**src/verilog/mac_hash_consts.svh**
```systemverilog
`ifndef MAC_HASH_CONSTS_SVH
`define MAC_HASH_CONSTS_SVH

// register byte offsets, one aligned 32-bit word each
`define OFS_UNICAST_HASH_UPPER 6'h00
`define OFS_UNICAST_HASH_LOWER 6'h04
`define OFS_MULTICAST_HASH_UPPER 6'h08
`define OFS_MULTICAST_HASH_LOWER 6'h0c
`define OFS_TX_START_WATERMARK 6'h10
`define OFS_FIFO_RAM_UPPER_BOUND 6'h14
`define OFS_RX_FIFO_START_ADDR 6'h18

// field positions
`define WMRK_MSB 1
`define WMRK_LSB 0
`define RAM_ADDR_MSB 9
`define RAM_ADDR_LSB 2
`define RAM_FIXED_BIT 10

// reset values
`define RST_TX_WATERMARK 2'h0
`define RST_RX_REGION_START 8'h80
`define RST_FIFO_RAM_BOUND 8'hff

// watermark byte counts
`define WMRK_BYTES_LOW 11'h040
`define WMRK_BYTES_MID 11'h080
`define WMRK_BYTES_HIGH 11'h0c0

`endif

```
**src/verilog/mac_hash_pkg.sv**
```systemverilog
package mac_hash_pkg;

  typedef enum logic [1:0] {
    BUS_IDLE = 2'b00,
    BUS_ACK = 2'b01
  } bus_state_e;

  typedef logic [1:0] tx_watermark_sel_t;
  typedef logic [7:0] ram_word_addr_t;
  typedef logic [10:0] ram_byte_addr_t;
  typedef logic [5:0] hash_index_t;

endpackage

```
**src/verilog/hash_table_if.sv**
```systemverilog
`timescale 1ns/1ps
`default_nettype none
interface hash_table_if;
  import mac_hash_pkg::*;
  logic wr_upper;
  logic wr_lower;
  logic [31:0] wr_data;
  logic [3:0] wr_be;
  hash_index_t index;
  logic bit_out;
  logic [31:0] upper_word;
  logic [31:0] lower_word;
  modport ctrl (output wr_upper, output wr_lower, output wr_data, output wr_be, output index,
    input bit_out, input upper_word, input lower_word);
  modport table_side (input wr_upper, input wr_lower, input wr_data, input wr_be, input index,
    output bit_out, output upper_word, output lower_word);
endinterface
`default_nettype wire

```
**src/verilog/hash_table.sv**
```systemverilog
`timescale 1ns/1ps
`default_nettype none
module hash_table (
  // clock
  input wire logic clk_sys,
  // table access
  hash_table_if.table_side ht
);
  import mac_hash_pkg::*;

  // table words hold no reset value; software must load them first
  logic [31:0] upper_r;
  logic [31:0] lower_r;
  logic [63:0] table_w;

  always_ff @(posedge clk_sys) begin
    for (int b = 0; b < 4; b++) begin
      if (ht.wr_upper && ht.wr_be[b]) begin
        upper_r[b*8 +: 8] <= ht.wr_data[b*8 +: 8];
      end
      if (ht.wr_lower && ht.wr_be[b]) begin
        lower_r[b*8 +: 8] <= ht.wr_data[b*8 +: 8];
      end
    end
  end

  // upper word bit n is index n+32, lower word bit n is index n
  assign table_w = {upper_r, lower_r};
  assign ht.bit_out = table_w[ht.index];
  assign ht.upper_word = upper_r;
  assign ht.lower_word = lower_r;
endmodule
`default_nettype wire

```
**src/verilog/tx_start_gate.sv**
```systemverilog
`timescale 1ns/1ps
`default_nettype none
module tx_start_gate #(
  parameter int LEVEL_W = 11
) (
  // watermark choice
  input wire mac_hash_pkg::tx_watermark_sel_t tx_watermark_sel,
  // fifo state
  input wire logic [LEVEL_W-1:0] tx_fifo_bytes,
  input wire logic tx_frame_whole,
  // decision
  output logic start_ok
);
  import mac_hash_pkg::*;
  `include "mac_hash_consts.svh"

  logic [LEVEL_W-1:0] threshold_w;

  // 0x selects the lowest count, so bit 0 only matters when bit 1 is set
  assign threshold_w = !tx_watermark_sel[1] ? LEVEL_W'(`WMRK_BYTES_LOW) :
                       tx_watermark_sel[0] ? LEVEL_W'(`WMRK_BYTES_HIGH) :
                       LEVEL_W'(`WMRK_BYTES_MID);
  // a short frame already complete need not wait for the watermark
  assign start_ok = (tx_fifo_bytes >= threshold_w) || tx_frame_whole;
endmodule
`default_nettype wire

```
**src/verilog/mac_hash_fifo_partition_regs.sv**
```systemverilog
`timescale 1ns/1ps
`default_nettype none
`include "mac_hash_consts.svh"
module mac_hash_fifo_partition_regs #(
  parameter mac_hash_pkg::ram_word_addr_t RAM_BOUND = `RST_FIFO_RAM_BOUND,
  parameter mac_hash_pkg::ram_word_addr_t RX_START_DEFAULT = `RST_RX_REGION_START,
  parameter int LEVEL_W = 11
) (
  // clock and reset
  input wire logic clk_sys,
  input wire logic rst_b,
  // avalon-mm slave
  input wire logic [5:0] avs_address,
  input wire logic avs_read,
  input wire logic avs_write,
  input wire logic [31:0] avs_writedata,
  input wire logic [3:0] avs_byteenable,
  output logic [31:0] avs_readdata,
  output logic avs_waitrequest,
  // receive address recognition
  input wire logic lookup_valid,
  input wire logic lookup_multicast,
  input wire mac_hash_pkg::hash_index_t lookup_index,
  output logic lookup_done,
  output logic lookup_hit,
  output logic hash_tables_loaded,
  // transmit start
  input wire logic [LEVEL_W-1:0] tx_fifo_bytes,
  input wire logic tx_frame_whole,
  output logic tx_start_ok,
  // fifo ram partition
  output mac_hash_pkg::ram_byte_addr_t tx_region_last,
  output mac_hash_pkg::ram_byte_addr_t rx_region_first,
  output mac_hash_pkg::ram_byte_addr_t rx_region_last
);
  import mac_hash_pkg::*;

  hash_table_if uc_if ();
  hash_table_if mc_if ();

  bus_state_e state_r;
  bus_state_e state_nxt;
  logic waitrequest_r;
  logic [31:0] readdata_r;
  logic [31:0] readdata_nxt;

  tx_watermark_sel_t tx_watermark_sel_r;
  ram_word_addr_t rx_region_start_r;
  logic [3:0] words_loaded_r;
  logic hash_tables_loaded_r;

  logic lookup_done_r;
  logic lookup_hit_r;
  logic tx_start_ok_r;
  ram_byte_addr_t tx_region_last_r;
  ram_byte_addr_t rx_region_first_r;
  ram_byte_addr_t rx_region_last_r;

  // bus decode
  logic req_w;
  logic wr_commit_w;
  logic [5:0] word_ofs_w;
  logic sel_uc_hi_w;
  logic sel_uc_lo_w;
  logic sel_mc_hi_w;
  logic sel_mc_lo_w;
  logic sel_wmrk_w;
  logic sel_bound_w;
  logic sel_rxstart_w;
  logic sel_any_w;

  assign req_w = avs_read || avs_write;
  // writes land only at the edge where the master sees waitrequest low
  assign wr_commit_w = avs_write && !waitrequest_r;
  assign word_ofs_w = {avs_address[5:2], 2'b00};
  assign sel_uc_hi_w = word_ofs_w == `OFS_UNICAST_HASH_UPPER;
  assign sel_uc_lo_w = word_ofs_w == `OFS_UNICAST_HASH_LOWER;
  assign sel_mc_hi_w = word_ofs_w == `OFS_MULTICAST_HASH_UPPER;
  assign sel_mc_lo_w = word_ofs_w == `OFS_MULTICAST_HASH_LOWER;
  assign sel_wmrk_w = word_ofs_w == `OFS_TX_START_WATERMARK;
  assign sel_bound_w = word_ofs_w == `OFS_FIFO_RAM_UPPER_BOUND;
  assign sel_rxstart_w = word_ofs_w == `OFS_RX_FIFO_START_ADDR;
  assign sel_any_w = sel_uc_hi_w || sel_uc_lo_w || sel_mc_hi_w || sel_mc_lo_w
                     || sel_wmrk_w || sel_bound_w || sel_rxstart_w;

  // hash table write ports
  assign uc_if.wr_upper = wr_commit_w && sel_uc_hi_w;
  assign uc_if.wr_lower = wr_commit_w && sel_uc_lo_w;
  assign uc_if.wr_data = avs_writedata;
  assign uc_if.wr_be = avs_byteenable;
  assign uc_if.index = lookup_index;
  assign mc_if.wr_upper = wr_commit_w && sel_mc_hi_w;
  assign mc_if.wr_lower = wr_commit_w && sel_mc_lo_w;
  assign mc_if.wr_data = avs_writedata;
  assign mc_if.wr_be = avs_byteenable;
  assign mc_if.index = lookup_index;

  hash_table u_unicast_table (
    .clk_sys(clk_sys),
    .ht(uc_if.table_side)
  );

  hash_table u_multicast_table (
    .clk_sys(clk_sys),
    .ht(mc_if.table_side)
  );

  // readback views
  logic [31:0] wmrk_view_w;
  logic [31:0] bound_view_w;
  logic [31:0] rxstart_view_w;

  assign wmrk_view_w = {30'h0, tx_watermark_sel_r};
  // bound is a tie-off, so a write to it has nothing to change
  assign bound_view_w = {21'h0, 1'b1, RAM_BOUND, 2'b00};
  assign rxstart_view_w = {21'h0, 1'b1, rx_region_start_r, 2'b00};

  always_comb begin
    readdata_nxt = 32'h0;
    if (sel_uc_hi_w) begin
      readdata_nxt = uc_if.upper_word;
    end else if (sel_uc_lo_w) begin
      readdata_nxt = uc_if.lower_word;
    end else if (sel_mc_hi_w) begin
      readdata_nxt = mc_if.upper_word;
    end else if (sel_mc_lo_w) begin
      readdata_nxt = mc_if.lower_word;
    end else if (sel_wmrk_w) begin
      readdata_nxt = wmrk_view_w;
    end else if (sel_bound_w) begin
      readdata_nxt = bound_view_w;
    end else if (sel_rxstart_w) begin
      readdata_nxt = rxstart_view_w;
    end
  end

  // handshake: one idle-to-ack step per request, then back to idle
  always_comb begin
    case (state_r)
      BUS_IDLE: begin
        state_nxt = req_w ? BUS_ACK : BUS_IDLE;
      end
      BUS_ACK: begin
        state_nxt = BUS_IDLE;
      end
      default: begin
        state_nxt = BUS_IDLE;
      end
    endcase
  end

  always_ff @(posedge clk_sys) begin
    if (!rst_b) begin
      state_r <= BUS_IDLE;
      waitrequest_r <= 1'b1;
      readdata_r <= 32'h0;
    end else begin
      state_r <= state_nxt;
      waitrequest_r <= !(state_r == BUS_IDLE && req_w);
      if (state_r == BUS_IDLE && avs_read) begin
        readdata_r <= sel_any_w ? readdata_nxt : 32'h0;
      end
    end
  end

  // unmapped addresses read zero (capture above) and swallow writes (no select)

  // watermark field; upper bits are not stored
  always_ff @(posedge clk_sys) begin
    if (!rst_b) begin
      tx_watermark_sel_r <= `RST_TX_WATERMARK;
    end else if (wr_commit_w && sel_wmrk_w && avs_byteenable[0]) begin
      tx_watermark_sel_r <= avs_writedata[`WMRK_MSB:`WMRK_LSB];
    end
  end

  // receive start straddles byte lanes 0 and 1
  logic [7:0] rxstart_wdata_w;
  assign rxstart_wdata_w[5:0] = avs_byteenable[0] ? avs_writedata[7:2] : rx_region_start_r[5:0];
  assign rxstart_wdata_w[7:6] = avs_byteenable[1] ? avs_writedata[9:8] : rx_region_start_r[7:6];

  always_ff @(posedge clk_sys) begin
    if (!rst_b) begin
      rx_region_start_r <= RX_START_DEFAULT;
    end else if (wr_commit_w && sel_rxstart_w) begin
      rx_region_start_r <= rxstart_wdata_w;
    end
  end

  // track which hash words software has loaded since reset
  logic [3:0] word_wr_w;
  logic tables_ready_w;
  assign word_wr_w = {mc_if.wr_lower, mc_if.wr_upper, uc_if.wr_lower, uc_if.wr_upper};
  assign tables_ready_w = &words_loaded_r;

  always_ff @(posedge clk_sys) begin
    if (!rst_b) begin
      words_loaded_r <= 4'h0;
      hash_tables_loaded_r <= 1'b0;
    end else begin
      words_loaded_r <= words_loaded_r | word_wr_w;
      // flop copy for the port; rises at the same edge as the last word lands
      hash_tables_loaded_r <= &(words_loaded_r | word_wr_w);
    end
  end

  // recognition; before all four words are loaded no frame matches
  logic table_bit_w;
  assign table_bit_w = lookup_multicast ? mc_if.bit_out : uc_if.bit_out;

  always_ff @(posedge clk_sys) begin
    if (!rst_b) begin
      lookup_done_r <= 1'b0;
      lookup_hit_r <= 1'b0;
    end else begin
      lookup_done_r <= lookup_valid;
      if (lookup_valid) begin
        lookup_hit_r <= tables_ready_w && table_bit_w;
      end
    end
  end

  // transmit start decision
  logic start_ok_w;

  tx_start_gate #(
    .LEVEL_W(LEVEL_W)
  ) u_tx_start_gate (
    .tx_watermark_sel(tx_watermark_sel_r),
    .tx_fifo_bytes(tx_fifo_bytes),
    .tx_frame_whole(tx_frame_whole),
    .start_ok(start_ok_w)
  );

  always_ff @(posedge clk_sys) begin
    if (!rst_b) begin
      tx_start_ok_r <= 1'b0;
    end else begin
      tx_start_ok_r <= start_ok_w;
    end
  end

  // partition byte addresses; bit 10 is always set in both receive addresses
  ram_byte_addr_t rx_first_w;
  ram_byte_addr_t rx_last_w;
  ram_byte_addr_t tx_last_w;
  assign rx_first_w = {1'b1, rx_region_start_r, 2'b00};
  assign rx_last_w = {1'b1, RAM_BOUND, 2'b00};
  // a receive start of 0 still leaves transmit bytes up to 0x3fc; bit 10 keeps the subtraction from wrapping
  assign tx_last_w = rx_first_w - 11'h004;

  always_ff @(posedge clk_sys) begin
    if (!rst_b) begin
      tx_region_last_r <= 11'h0;
      rx_region_first_r <= 11'h0;
      rx_region_last_r <= 11'h0;
    end else begin
      tx_region_last_r <= tx_last_w;
      rx_region_first_r <= rx_first_w;
      rx_region_last_r <= rx_last_w;
    end
  end

  assign avs_readdata = readdata_r;
  assign avs_waitrequest = waitrequest_r;
  assign lookup_done = lookup_done_r;
  assign lookup_hit = lookup_hit_r;
  assign hash_tables_loaded = hash_tables_loaded_r;
  assign tx_start_ok = tx_start_ok_r;
  assign tx_region_last = tx_region_last_r;
  assign rx_region_first = rx_region_first_r;
  assign rx_region_last = rx_region_last_r;
endmodule
`default_nettype wire

```
**config.mk**
```make
export PLATFORM = sky130hd
export DESIGN_NAME = mac_hash_fifo_partition_regs
export DESIGN_NICKNAME = d
export VERILOG_FILES = /design/src/verilog/mac_hash_pkg.sv /design/src/verilog/hash_table_if.sv /design/src/verilog/hash_table.sv /design/src/verilog/tx_start_gate.sv /design/src/verilog/mac_hash_fifo_partition_regs.sv
export VERILOG_INCLUDE_DIRS = /design/src /design/src/verilog
export SDC_FILE = /design/constraint.sdc
export NUM_CORES = 1
export LEC_CHECK = 0
export ABC_AREA = 1
export BUFFER_PORTS_ARGS = -buffer_cell sky130_fd_sc_hd__clkbuf_2
export CORE_AREA = 2 2 161 163
export CTS_BUF_LIST = sky130_fd_sc_hd__clkbuf_16
export DETAILED_ROUTE_END_ITERATION = 16
export DIE_AREA = 0 0 163 165
export SETUP_SLACK_MARGIN = 0.4
export SYNTH_ARGS = -nofsm -noshare
export SYNTH_HDL_FRONTEND = slang
export SYNTH_SLANG_ARGS = --single-unit
export TNS_END_PERCENT = 50
```
**constraint.sdc**
```tcl
create_clock -name clk_sys -period 2.74 [get_ports clk_sys]
set_input_delay 0.411 -clock clk_sys [delete_from_list [all_inputs] [get_ports clk_sys]]
set_output_delay 0.411 -clock clk_sys [all_outputs]
set_load 0.05 [all_outputs]
```
# ---- Word-level counts from Yosys, hierarchy flattened
# Cells that the tools add are included.
dict set report totals {
  reg_bits 214
  input_bits 66
  word_cells 103
}
dict set report classes {
  n_addsub 1
  order_cmp 2
  eq_ne 6
  muxes 18
  n_bitwise 1
  reduce_logical 44
}
# op count
set ops {}
lappend ops {{two-way mux 32 bit} 5}
lappend ops {{two-way mux 11 bit} 6}
lappend ops {{logical AND 1 bit} 27}
lappend ops {{binary-select mux 1 bit (select 6 bit)} 2}
lappend ops {{== test 4 x 3 -> 1 bit, second input constant} 3}
lappend ops {{greater-or-equal comparator 11 bit} 1}
lappend ops {{subtractor 11 x 3 -> 11 bit, second input constant} 1}
lappend ops {{== test 4 x 2 -> 1 bit, second input constant} 2}
lappend ops {{logical OR 1 bit} 8}
lappend ops {{AND reduction 4 bit} 2}
lappend ops {{less-than comparator 6 x 7 -> 1 bit, second input constant} 1}
lappend ops {{two-way mux 7 bit} 1}
lappend ops {{zero test 6 bit} 1}
lappend ops {{AND reduction 2 bit} 3}
lappend ops {{== test 4 x 1 -> 1 bit, second input constant} 1}
lappend ops {{two-way mux 1 bit} 4}
lappend ops {{OR 4 bit} 1}
lappend ops {{zero test 1 bit} 2}
lappend ops {{zero test 2 bit} 1}

# ---- Longest topological paths before layout
# Gate-level depths: netlist of the first run.
dict set report logic_depth {
  word_depth 9
  mapped_depth 12
  mapped_depth_nobuf 11
}

# ---- Cells and area by module
# From an unflattened synthesis of the first run, not the netlist that was laid out.
dict set report unflattened {
  hier_cells 1091
  area_unflattened_um2 9469.1
}
# mod instances cells_per_inst area_per_inst_um2
set modules_own_cells {}
lappend modules_own_cells {hash_table 2 232 2680.1}
lappend modules_own_cells {mac_hash_fifo_partition_regs 1 594 3951.3}
lappend modules_own_cells {tx_start_gate 1 33 157.7}

# ---- Worst setup path before layout of the first run
# OpenSTA, ideal clock, no wires.
dict set report synth_path {
  kind {register -> register}
  from {register waitrequest_r (netlist: avs_waitrequest)}
  to {register u_unicast_table.lower_r[0] (netlist: u_unicast_table.ht.lower_word[0]), enable pin}
  setup_ps 395
  arrival_ps 1751
  setup_slack_ps 594
  path_stages_with_launch 4
  synth_period_minus_slack_ps 2146
  path_cell_list {dfxtp_1 -> nor2_1 -> nand2_1 -> nor4_1}
}
dict set report synth_via {
  elab_chain_cells 4
}
# element line
set synth_lines {}
lappend synth_lines {{start: declaration} mac_hash_fifo_partition_regs.sv:43} ;# logic waitrequest_r;
lappend synth_lines {{start signal: assignment} mac_hash_fifo_partition_regs.sv:159} ;# waitrequest_r <= !(state_r == BUS_IDLE && req_w);
lappend synth_lines {{zero test 1 bit} mac_hash_fifo_partition_regs.sv:74} ;# assign wr_commit_w = avs_write && !waitrequest_r;
lappend synth_lines {{logical AND 1 bit} mac_hash_fifo_partition_regs.sv:74}
lappend synth_lines {{logical AND 1 bit} mac_hash_fifo_partition_regs.sv:88} ;# assign uc_if.wr_lower = wr_commit_w && sel_uc_lo_w;
lappend synth_lines {{logical AND 1 bit} hash_table.sv:21} ;# if (ht.wr_lower && ht.wr_be[b]) begin
lappend synth_lines {{end signal: indexed assignment} hash_table.sv:22} ;# lower_r[b*8 +: 8] <= ht.wr_data[b*8 +: 8];
lappend synth_lines {{end: declaration} hash_table.sv:13} ;# logic [31:0] lower_r;
# No other way between the ends.
# A chain may end at the register's enable or synchronous reset.

# ---- Worst setup path after layout of the first run
dict set report layout_path {
  from {input port avs_address[4]}
  to {register readdata_r[7] (netlist: avs_readdata[7])}
}
dict set report layout_via {
  elab_chain_cells 9
  elab_cells_between_ends 21
  cone_classes {6 x eq/ne; 8 x mux; 7 x reduce/logical}
}
# element line
set layout_lines {}
lappend layout_lines {{start: declaration} mac_hash_fifo_partition_regs.sv:13} ;# input wire logic [5:0] avs_address,
lappend layout_lines {{== test 4 x 3 -> 1 bit (no source line)} n/a}
lappend layout_lines {{two-way mux 11 bit} mac_hash_fifo_partition_regs.sv:132} ;# end else if (sel_rxstart_w) begin
lappend layout_lines {{two-way mux 11 bit} mac_hash_fifo_partition_regs.sv:130} ;# end else if (sel_bound_w) begin
lappend layout_lines {{two-way mux 11 bit} mac_hash_fifo_partition_regs.sv:128} ;# end else if (sel_wmrk_w) begin
lappend layout_lines {{two-way mux 32 bit} mac_hash_fifo_partition_regs.sv:126} ;# end else if (sel_mc_lo_w) begin
lappend layout_lines {{two-way mux 32 bit} mac_hash_fifo_partition_regs.sv:124} ;# end else if (sel_mc_hi_w) begin
lappend layout_lines {{two-way mux 32 bit} mac_hash_fifo_partition_regs.sv:122} ;# end else if (sel_uc_lo_w) begin
lappend layout_lines {{two-way mux 32 bit} mac_hash_fifo_partition_regs.sv:120} ;# if (sel_uc_hi_w) begin
lappend layout_lines {{two-way mux 32 bit (*)} mac_hash_fifo_partition_regs.sv:161} ;# readdata_r <= sel_any_w ? readdata_nxt : 32'h0;
lappend layout_lines {{end signal: assignment} mac_hash_fifo_partition_regs.sv:161}
lappend layout_lines {{end: declaration} mac_hash_fifo_partition_regs.sv:44} ;# logic [31:0] readdata_r;
# Every way passes the cells marked *; elsewhere a longest branch is shown, timed or not.

==> results.yml, run 1 <==
timing:
  tightest_slew_ns: 0.630
  fmax_mhz: 565
  hold_viol: 0
  maxSlewHeadroom_pct: 58.0
  drv_slew: 0
  finalCritPeriodShare_pct: 64.6
  final.setup.tns_ns: 0
  setup-violations-final: 0
  min_period_ns: 1.77
  setup_slack_ns: 0.969
  finalClockSkew_ns: 0.0201
  rsz0062_at_grt: "false"
worst_setup_path:
  critPathKind: "in -> reg"
  cp_max_fo: 9
  crit_arrival_ns: 2.14
  critPathCaptureType: "flip-flop"
  crit_chain: "clkbuf_2 -> nor2_2 -> nand3_1 -> nand2_1 -> a21oi_1 -> o211ai_1 -> o211ai_1 -> a21oi_1"
  max_stage_delay_ns: 0.44
  slowest_stage: "nand2_1"
  cp-start-kind: "primary input"
  required_ns: 3.10
  critPathTopFamily: "simple AND/OR/NAND/NOR gates"
  path_buf_inv: 1
pwr:
  switchingPower_w: 0.00160
  seq_power_share_pct: 51.0
  p_int_w: 0.00472
  leakage_nw: 4.16
  p_total_w: 0.00632
  p_clk_share_pct: 38.8
  peakVddDrop_mv: 0.386
  swShare_pct: 25.3
  p_per_area_nw_per_um2: 612
  p_comb_share_pct: 10.2
layout:
  mostFrequentLayoutCells: "nand2_1 (244), nand3_1 (144), edfxtp_1 (128), clkbuf_2 (127), dfxtp_1 (70)"
  final_nets: 1106
  area.growth.synth_to_final_pct: 18.5
  drive_gt1_share_pct: 20.4
  multiInputGateArea_um2: 2960
  regArea_um2: 5250
  diodes: 0
  nFillCells: 2465
  layout_commonest_cell: "nand2_1"
drt:
  drt_pass1_iterations: 7
  ant_nets: 0
  via_count: 7055
  drc: 0
  via_per_inst: 5.11
  finalWirelength_um: 24700
  drtIter0Drc: 737
  wl_per_cell_um: 17.9
synth:
  yosys_warnings: 0
  syn_area_per_cell_um2: 9.52
  ys_seq_elements: 198
  yosys.cell_types.count: 35
  synth_area_um2: 8720
  syn_inst: 916
  synth_seq_area_share_pct: 60.1
clocking:
  cts.sinks: 198
  numCtsBuffers: 17
  cts_buffer_depth: 2
  cts_post_setup_buffers_inserted: 0
  h-tree-depth: 4
  postCtsHoldBufs: 0
  cts_tree: "yes"
  root_buffer: "clkbuf_16"
  clk-insertion-delay-late_ns: 0.44
  cts-resized-gates: 0
  clkTransAtPathRegs_ns: 0.07
grt:
  grt_max_degree: 49
  grt_pass1_vias: 6508
  grt_pass1_wl_um: 36900
  grt.total_usage_pct: 18.4
  antenna_found_initial: 0
  overflow: 0
die:
  num_rows: 58
  die_w_um: 163
  die_y_um: 165
  io_pins: 136
  dieArea_um2: 26900
  core_um2: 25000
  start_util_pct: 34.8
placement:
  place_hpwl_um: 16900
  globalplace.congestion: 0.842
  port_buffers: 127
  pre_cts_slack_ns: 0.552
run_status:
  status: "completed"
run:
  maxCapViolations: 0
worst_hold_path:
  hp-class: "in -> reg"
-- power groups by stage --
stage,registers (W),clock network [W],logic (W)
after floorplan,0.00339,0,0.000329
after global placement,0.00329,0,0.000644
after detailed placement,0.00329,0,0.000646
after CTS,0.00322,0.00251,0.000648
after global routing,0.00322,0.00263,0.000699
final,0.00322,0.00245,0.000648
-- worst reg2reg max path, stage by stage, from the launching register on --
cell,delay (ns)
dfxtp_1,0.31
nor2_1,0.10
buf_4,0.16
nand2_1,0.19
nor4_1,0.38
buf_4,0.25
-- layer usage --
layer  track usage [%]  part of all wire [%]
met1              25.1                    45
met2              29.0                    45
met3              3.74                   7.9
met4              6.76                   2.2
met5                 0                     0
-- area by class of cell --
cell class | count | area share (%)
clock buffers | 17 | 4.12
clock inverters | 15 | 1.45
inverters | 51 | 1.85
multi-input cells | 602 | 28.6
flip-flops and latches | 198 | 50.8
well taps | 330 | 4.00
repair buffers | 167 | 9.18
-- registers in the layout (all words and copies together) (netlist names), 2 cells and up --
| name | cells |
|---|---|
| rx_region_start_r | 8 |
| rx_region_first | 8 |
| tx_region_last | 9 |
| tx_watermark_sel_r | 2 |
| avs_readdata | 32 |
| u_unicast_table.ht.upper_word | 32 |
| u_unicast_table.ht.lower_word | 32 |
| words_loaded_r | 4 |
| u_multicast_table.ht.lower_word | 32 |
| u_multicast_table.ht.upper_word | 32 |
-- cell usage after synthesis, drive strengths merged --
cell	n	area share, %
nand2	245	11
o211ai	21	1.9
o2111ai	2	0.20
nor3	5	0.55
buf	39	2.6
nand4	1	0.072
nor4	3	0.22
xor2	1	0.10
ha	3	0.43
xnor2	1	0.10
dfxtp	70	16
or2	2	0.14
o221ai	18	1.8
edfxtp	128	44
a221oi	1	0.17
conb	1	0.043
a21oi	69	4.0
inv	51	2.2
nor2	49	2.2
o41ai	1	0.10
a32o	18	2.1
o22ai	1	0.072
o21ai	11	0.63
clkbuf	31	1.3
nand3	144	8.3
-- final timing paths --
path	startpoint	end	slack, ns	cells past startpoint
max	avs_address[4]	avs_readdata[7]	0.97	8
min	lookup_valid	lookup_done	0.18	3
max reg2reg	avs_waitrequest	u_unicast_table.ht.lower_word[6]	1.04	5
min reg2reg	rx_region_start_r[2]	rx_region_first[4]	0.45	2
-- cells by family after synthesis --
| group | after synthesis | synth area share (%) |
|---|---|---|
| buf+inv | 121 | 6.17 |
| fa+ha+maj | 3 | 0.430 |
| simple gates | 449 | 22.0 |
| flops | 198 | 60.1 |
| other cells | 1 | 0.0430 |
| compound gates | 142 | 11.0 |
| xor+xnor | 2 | 0.201 |
-- per-stage QoR --
stage	util [%]	instances	hold WS [ns]	cell area [um^2]
after floorplan	-	921	0.413	8740
after global placement	39.0	1348	0.444	9760
after detailed placement	39.0	1348	0.445	9760
after CTS	41.3	1380	0.159	10300
after global routing	41.3	1380	0.174	10300
final	41.3	1380	0.176	10300
Power figures use the tool's default switching activity.
==> run 2, diff against run 1 <==
--- a/config.mk
+++ b/config.mk
@@ -6,12 +6,12 @@
 export SDC_FILE = /design/constraint.sdc
 export NUM_CORES = 1
 export LEC_CHECK = 0
-export ABC_AREA = 1
+export ABC_AREA = 0
 export BUFFER_PORTS_ARGS = -buffer_cell sky130_fd_sc_hd__clkbuf_2
-export CORE_AREA = 2 2 161 163
+export CORE_AREA = 2 2 162 164
 export CTS_BUF_LIST = sky130_fd_sc_hd__clkbuf_16
 export DETAILED_ROUTE_END_ITERATION = 16
-export DIE_AREA = 0 0 163 165
+export DIE_AREA = 0 0 164 166
 export SETUP_SLACK_MARGIN = 0.4
 export SYNTH_ARGS = -nofsm -noshare
 export SYNTH_HDL_FRONTEND = slang
==> constraint.sdc (replaced) <==
create_clock -name clk_sys -period 1.8 [get_ports clk_sys]
set_input_delay 0.27 -clock clk_sys [delete_from_list [all_inputs] [get_ports clk_sys]]
set_output_delay 0.27 -clock clk_sys [all_outputs]
set_load 0.05 [all_outputs]
==> results.yml, run 2 <==
clocking:
  cts.sinks: 198
  postCtsHoldBufs: 0
  numCtsBuffers: 17
  root_buffer: "clkbuf_16"
  clkTransAtPathRegs_ns: 0.09
  cts_buffer_depth: 2
  clk-insertion-delay-late_ns: 0.44
  cts_tree: "yes"
  h-tree-depth: 4
worst_setup_path:
  regToRegSetupSlack_ns: -0.02
  worstReg2RegEnd: "lookup_hit"
  required_ns: 2.13
  cp-start-kind: "flip-flop"
  worstRegToRegCells: 6
  rr_startpoint: "u_multicast_table.ht.lower_word[9]"
  critPathCaptureType: "flip-flop"
  crit_arrival_ns: 2.14
  cp_max_fo: 2
  critPathKind: "reg -> reg"
timing:
  drv_slew: 0
  timing.hold.ws_ns: 0.0455
  setup-violations-final: 1
  fmax_mhz: 550
  hold_viol: 0
  rsz0062_at_grt: "true"
  min_period_ns: 1.82
  finalCritPeriodShare_pct: 101
  finalClockSkew_ns: 0.0124
  setup_slack_ns: -0.0181
synth:
  yosys-top-cells-count: "edfxtp_1 (128), nor2_1 (113), dfxtp_1 (70)"
  muxShareOfSynthArea_pct: 9.88
  yosysTopAreaCell: "edfxtp_1"
  synth-compound-area-share_pct: 13.1
  synth_top_family_by_area: "compound AO/OA/AOI/OAI gates"
  synth.most_common_cell: "edfxtp_1"
  synthArstFlopShare_pct: 0
  synth_fa_ha_area_share_pct: 0.429
  syn_area_per_cell_um2: 11.7
  synth_flop_cell: "edfxtp_1"
  yosys.cell_types.count: 63
  synth_edf_count: 128
  ys_seq_elements: 198
  netlist.area_leader.share_pct: 43.9
  synth.top_cells.by_area: "edfxtp_1 (44%), dfxtp_1 (16%), nor2_1 (4.8%)"
  synth-simple-area-share_pct: 11.6
  synth_seq_area_share_pct: 59.9
  synth_area_um2: 8750
  synth-xor-area-share_pct: 0.600
  syn_inst: 750
  yosys_warnings: 0
layout:
  diodes: 0
  mostFrequentLayoutCells: "edfxtp_1 (128), clkbuf_2 (112), nor2_1 (101), dfxtp_1 (66), buf_4 (61)"
  drive_gt1_share_pct: 32.5
  area.growth.synth_to_final_pct: 29.1
  layout_commonest_cell: "edfxtp_1"
  finish.utilization_pct: 44.1
  final_nets: 987
run_status:
  status: "finished with violations"
  violations: "setup timing"
die:
  core_um2: 25600
  io_pins: 136
  dieArea_um2: 27200
  num_rows: 59
  die_w_um: 164
  start_util_pct: 34.2
  die_y_um: 166
pwr:
  seq_power_share_pct: 49.1
  leakage_nw: 4.30
  peakVddDrop_mv: 0.428
  p_clk_share_pct: 40.5
  swShare_pct: 25.7
  switchingPower_w: 0.00256
  p_comb_share_pct: 10.4
  p_per_area_nw_per_um2: 880
  p_int_w: 0.00739
grt:
  grt_pass1_wl_um: 37500
  antenna_found_initial: 0
  grt_pass1_vias: 6435
  grt_max_degree: 37
  grt.total_usage_pct: 18.4
  overflow: 0
drt:
  ant_nets: 0
  finalWirelength_um: 24900
  via_count: 6604
  wl_per_cell_um: 19.7
  via_per_inst: 5.22
  drt_pass1_iterations: 5
  drtIter0Drc: 532
  drc: 0
placement:
  port_buffers: 127
  pre_cts_slack_ns: -0.392
  globalplace.congestion: 0.851
  place_hpwl_um: 18800
worst_hold_path:
  hold_start: "avs_writedata[24]"
  hold_path_end: "u_unicast_table.ht.lower_word[24]"
  holdPathStages: 1
  hp-class: "in -> reg"
run:
  maxCapViolations: 0
## run 2: changes by cell type in the layout (fill, tap and decap cells not counted), sizes merged, moves of 19 or more
| cell | delta |
|---|---|
| a21oi | -41 |
| o211ai | -21 |
| nor3 | +19 |
| mux2i | +41 |
| a22oi | +33 |
| o21ai | +47 |
| a21boi | +21 |
| nand3 | -139 |
| buf | +53 |
| nor2 | +64 |
| nand2 | -198 |
| inv | -36 |
## run 2: power groups by stage
stage / Combinational, W / Clock, W / Sequential (W)
after floorplan: 0.000507 / 0 / 0.00509
after global routing: 0.00110 / 0.00426 / 0.00489
after CTS: 0.00102 / 0.00409 / 0.00488
after global placement: 0.000972 / 0 / 0.00499
final: 0.00103 / 0.00403 / 0.00488
after detailed placement: 0.000980 / 0 / 0.00499
## run 2: final cells by class
type,count,area [um^2]
Clock buffer,17,425
Clock inverter,15,210
Fill cell,2369,14300
Inverter,15,56.3
Multi-Input combinational cell,480,3390
Sequential cell,198,5260
Tap cell,335,419
Timing Repair Buffer,206,1540
## run 2: metrics by stage
step	setup TNS (ns)	cells	power, W	area (um^2)
final	-0.0181	1266	0.00994	11300
after detailed placement	-1.23	1220	0.00597	10300
after floorplan	-0.0176	755	0.00560	8980
after global placement	-1.08	1220	0.00596	10300
after global routing	-0.0948	1266	0.0102	11300
after CTS	-0.0274	1264	0.00999	11300
## run 2: critical path: stages, from the launching register on
cell	delay (ns)
edfxtp_1	0.44
mux4_2	0.47
mux2_4	0.30
o22ai_4	0.17
nor3_2	0.07
o31ai_2	0.18
o31ai_1	0.08
## run 2: cell families (layout without fill, tap and decap cells)
kind of cell / Yosys count / after routing
buf+inv: 77 / 253
compound gates: 176 / 176
fa+ha+maj: 3 / 3
flops: 198 / 198
xor+xnor: 6 / 6
simple gates: 228 / 228
other cells: 1 / 6
mux: 61 / 61
## run 2: worst max path at each step
| stage | startpoint | end | cells after the start |
|---|---|---|---|
| after floorplan | lookup_index[0] | lookup_hit | 8 |
| after global placement | tx_watermark_sel_r[0] | tx_start_ok | 6 |
| after detailed placement | tx_watermark_sel_r[0] | tx_start_ok | 6 |
| after CTS | tx_watermark_sel_r[0] | tx_start_ok | 6 |
| after global routing | u_unicast_table.ht.upper_word[23] | lookup_hit | 5 |
| final | u_multicast_table.ht.lower_word[9] | lookup_hit | 6 |
## run 2: timing repair
| item | CTS | global route |
|---|---|---|
| setup buffers | 12 | 2 |
| hold endpoints to repair | 0 | 0 |
| pin swaps | 17 | 13 |
| endpoints found under the setup margin | 151 | 87 |
| resized for setup | 31 | 38 |
## run 2: layer usage
metal  GRT usage [%]  wire length, um  vias up
li1                -                -     3074
met4            4.92              332        0
met5               0                0        -
met1            24.6            10800     3282
met3            4.30             1580       22
met2            30.2            12200      226
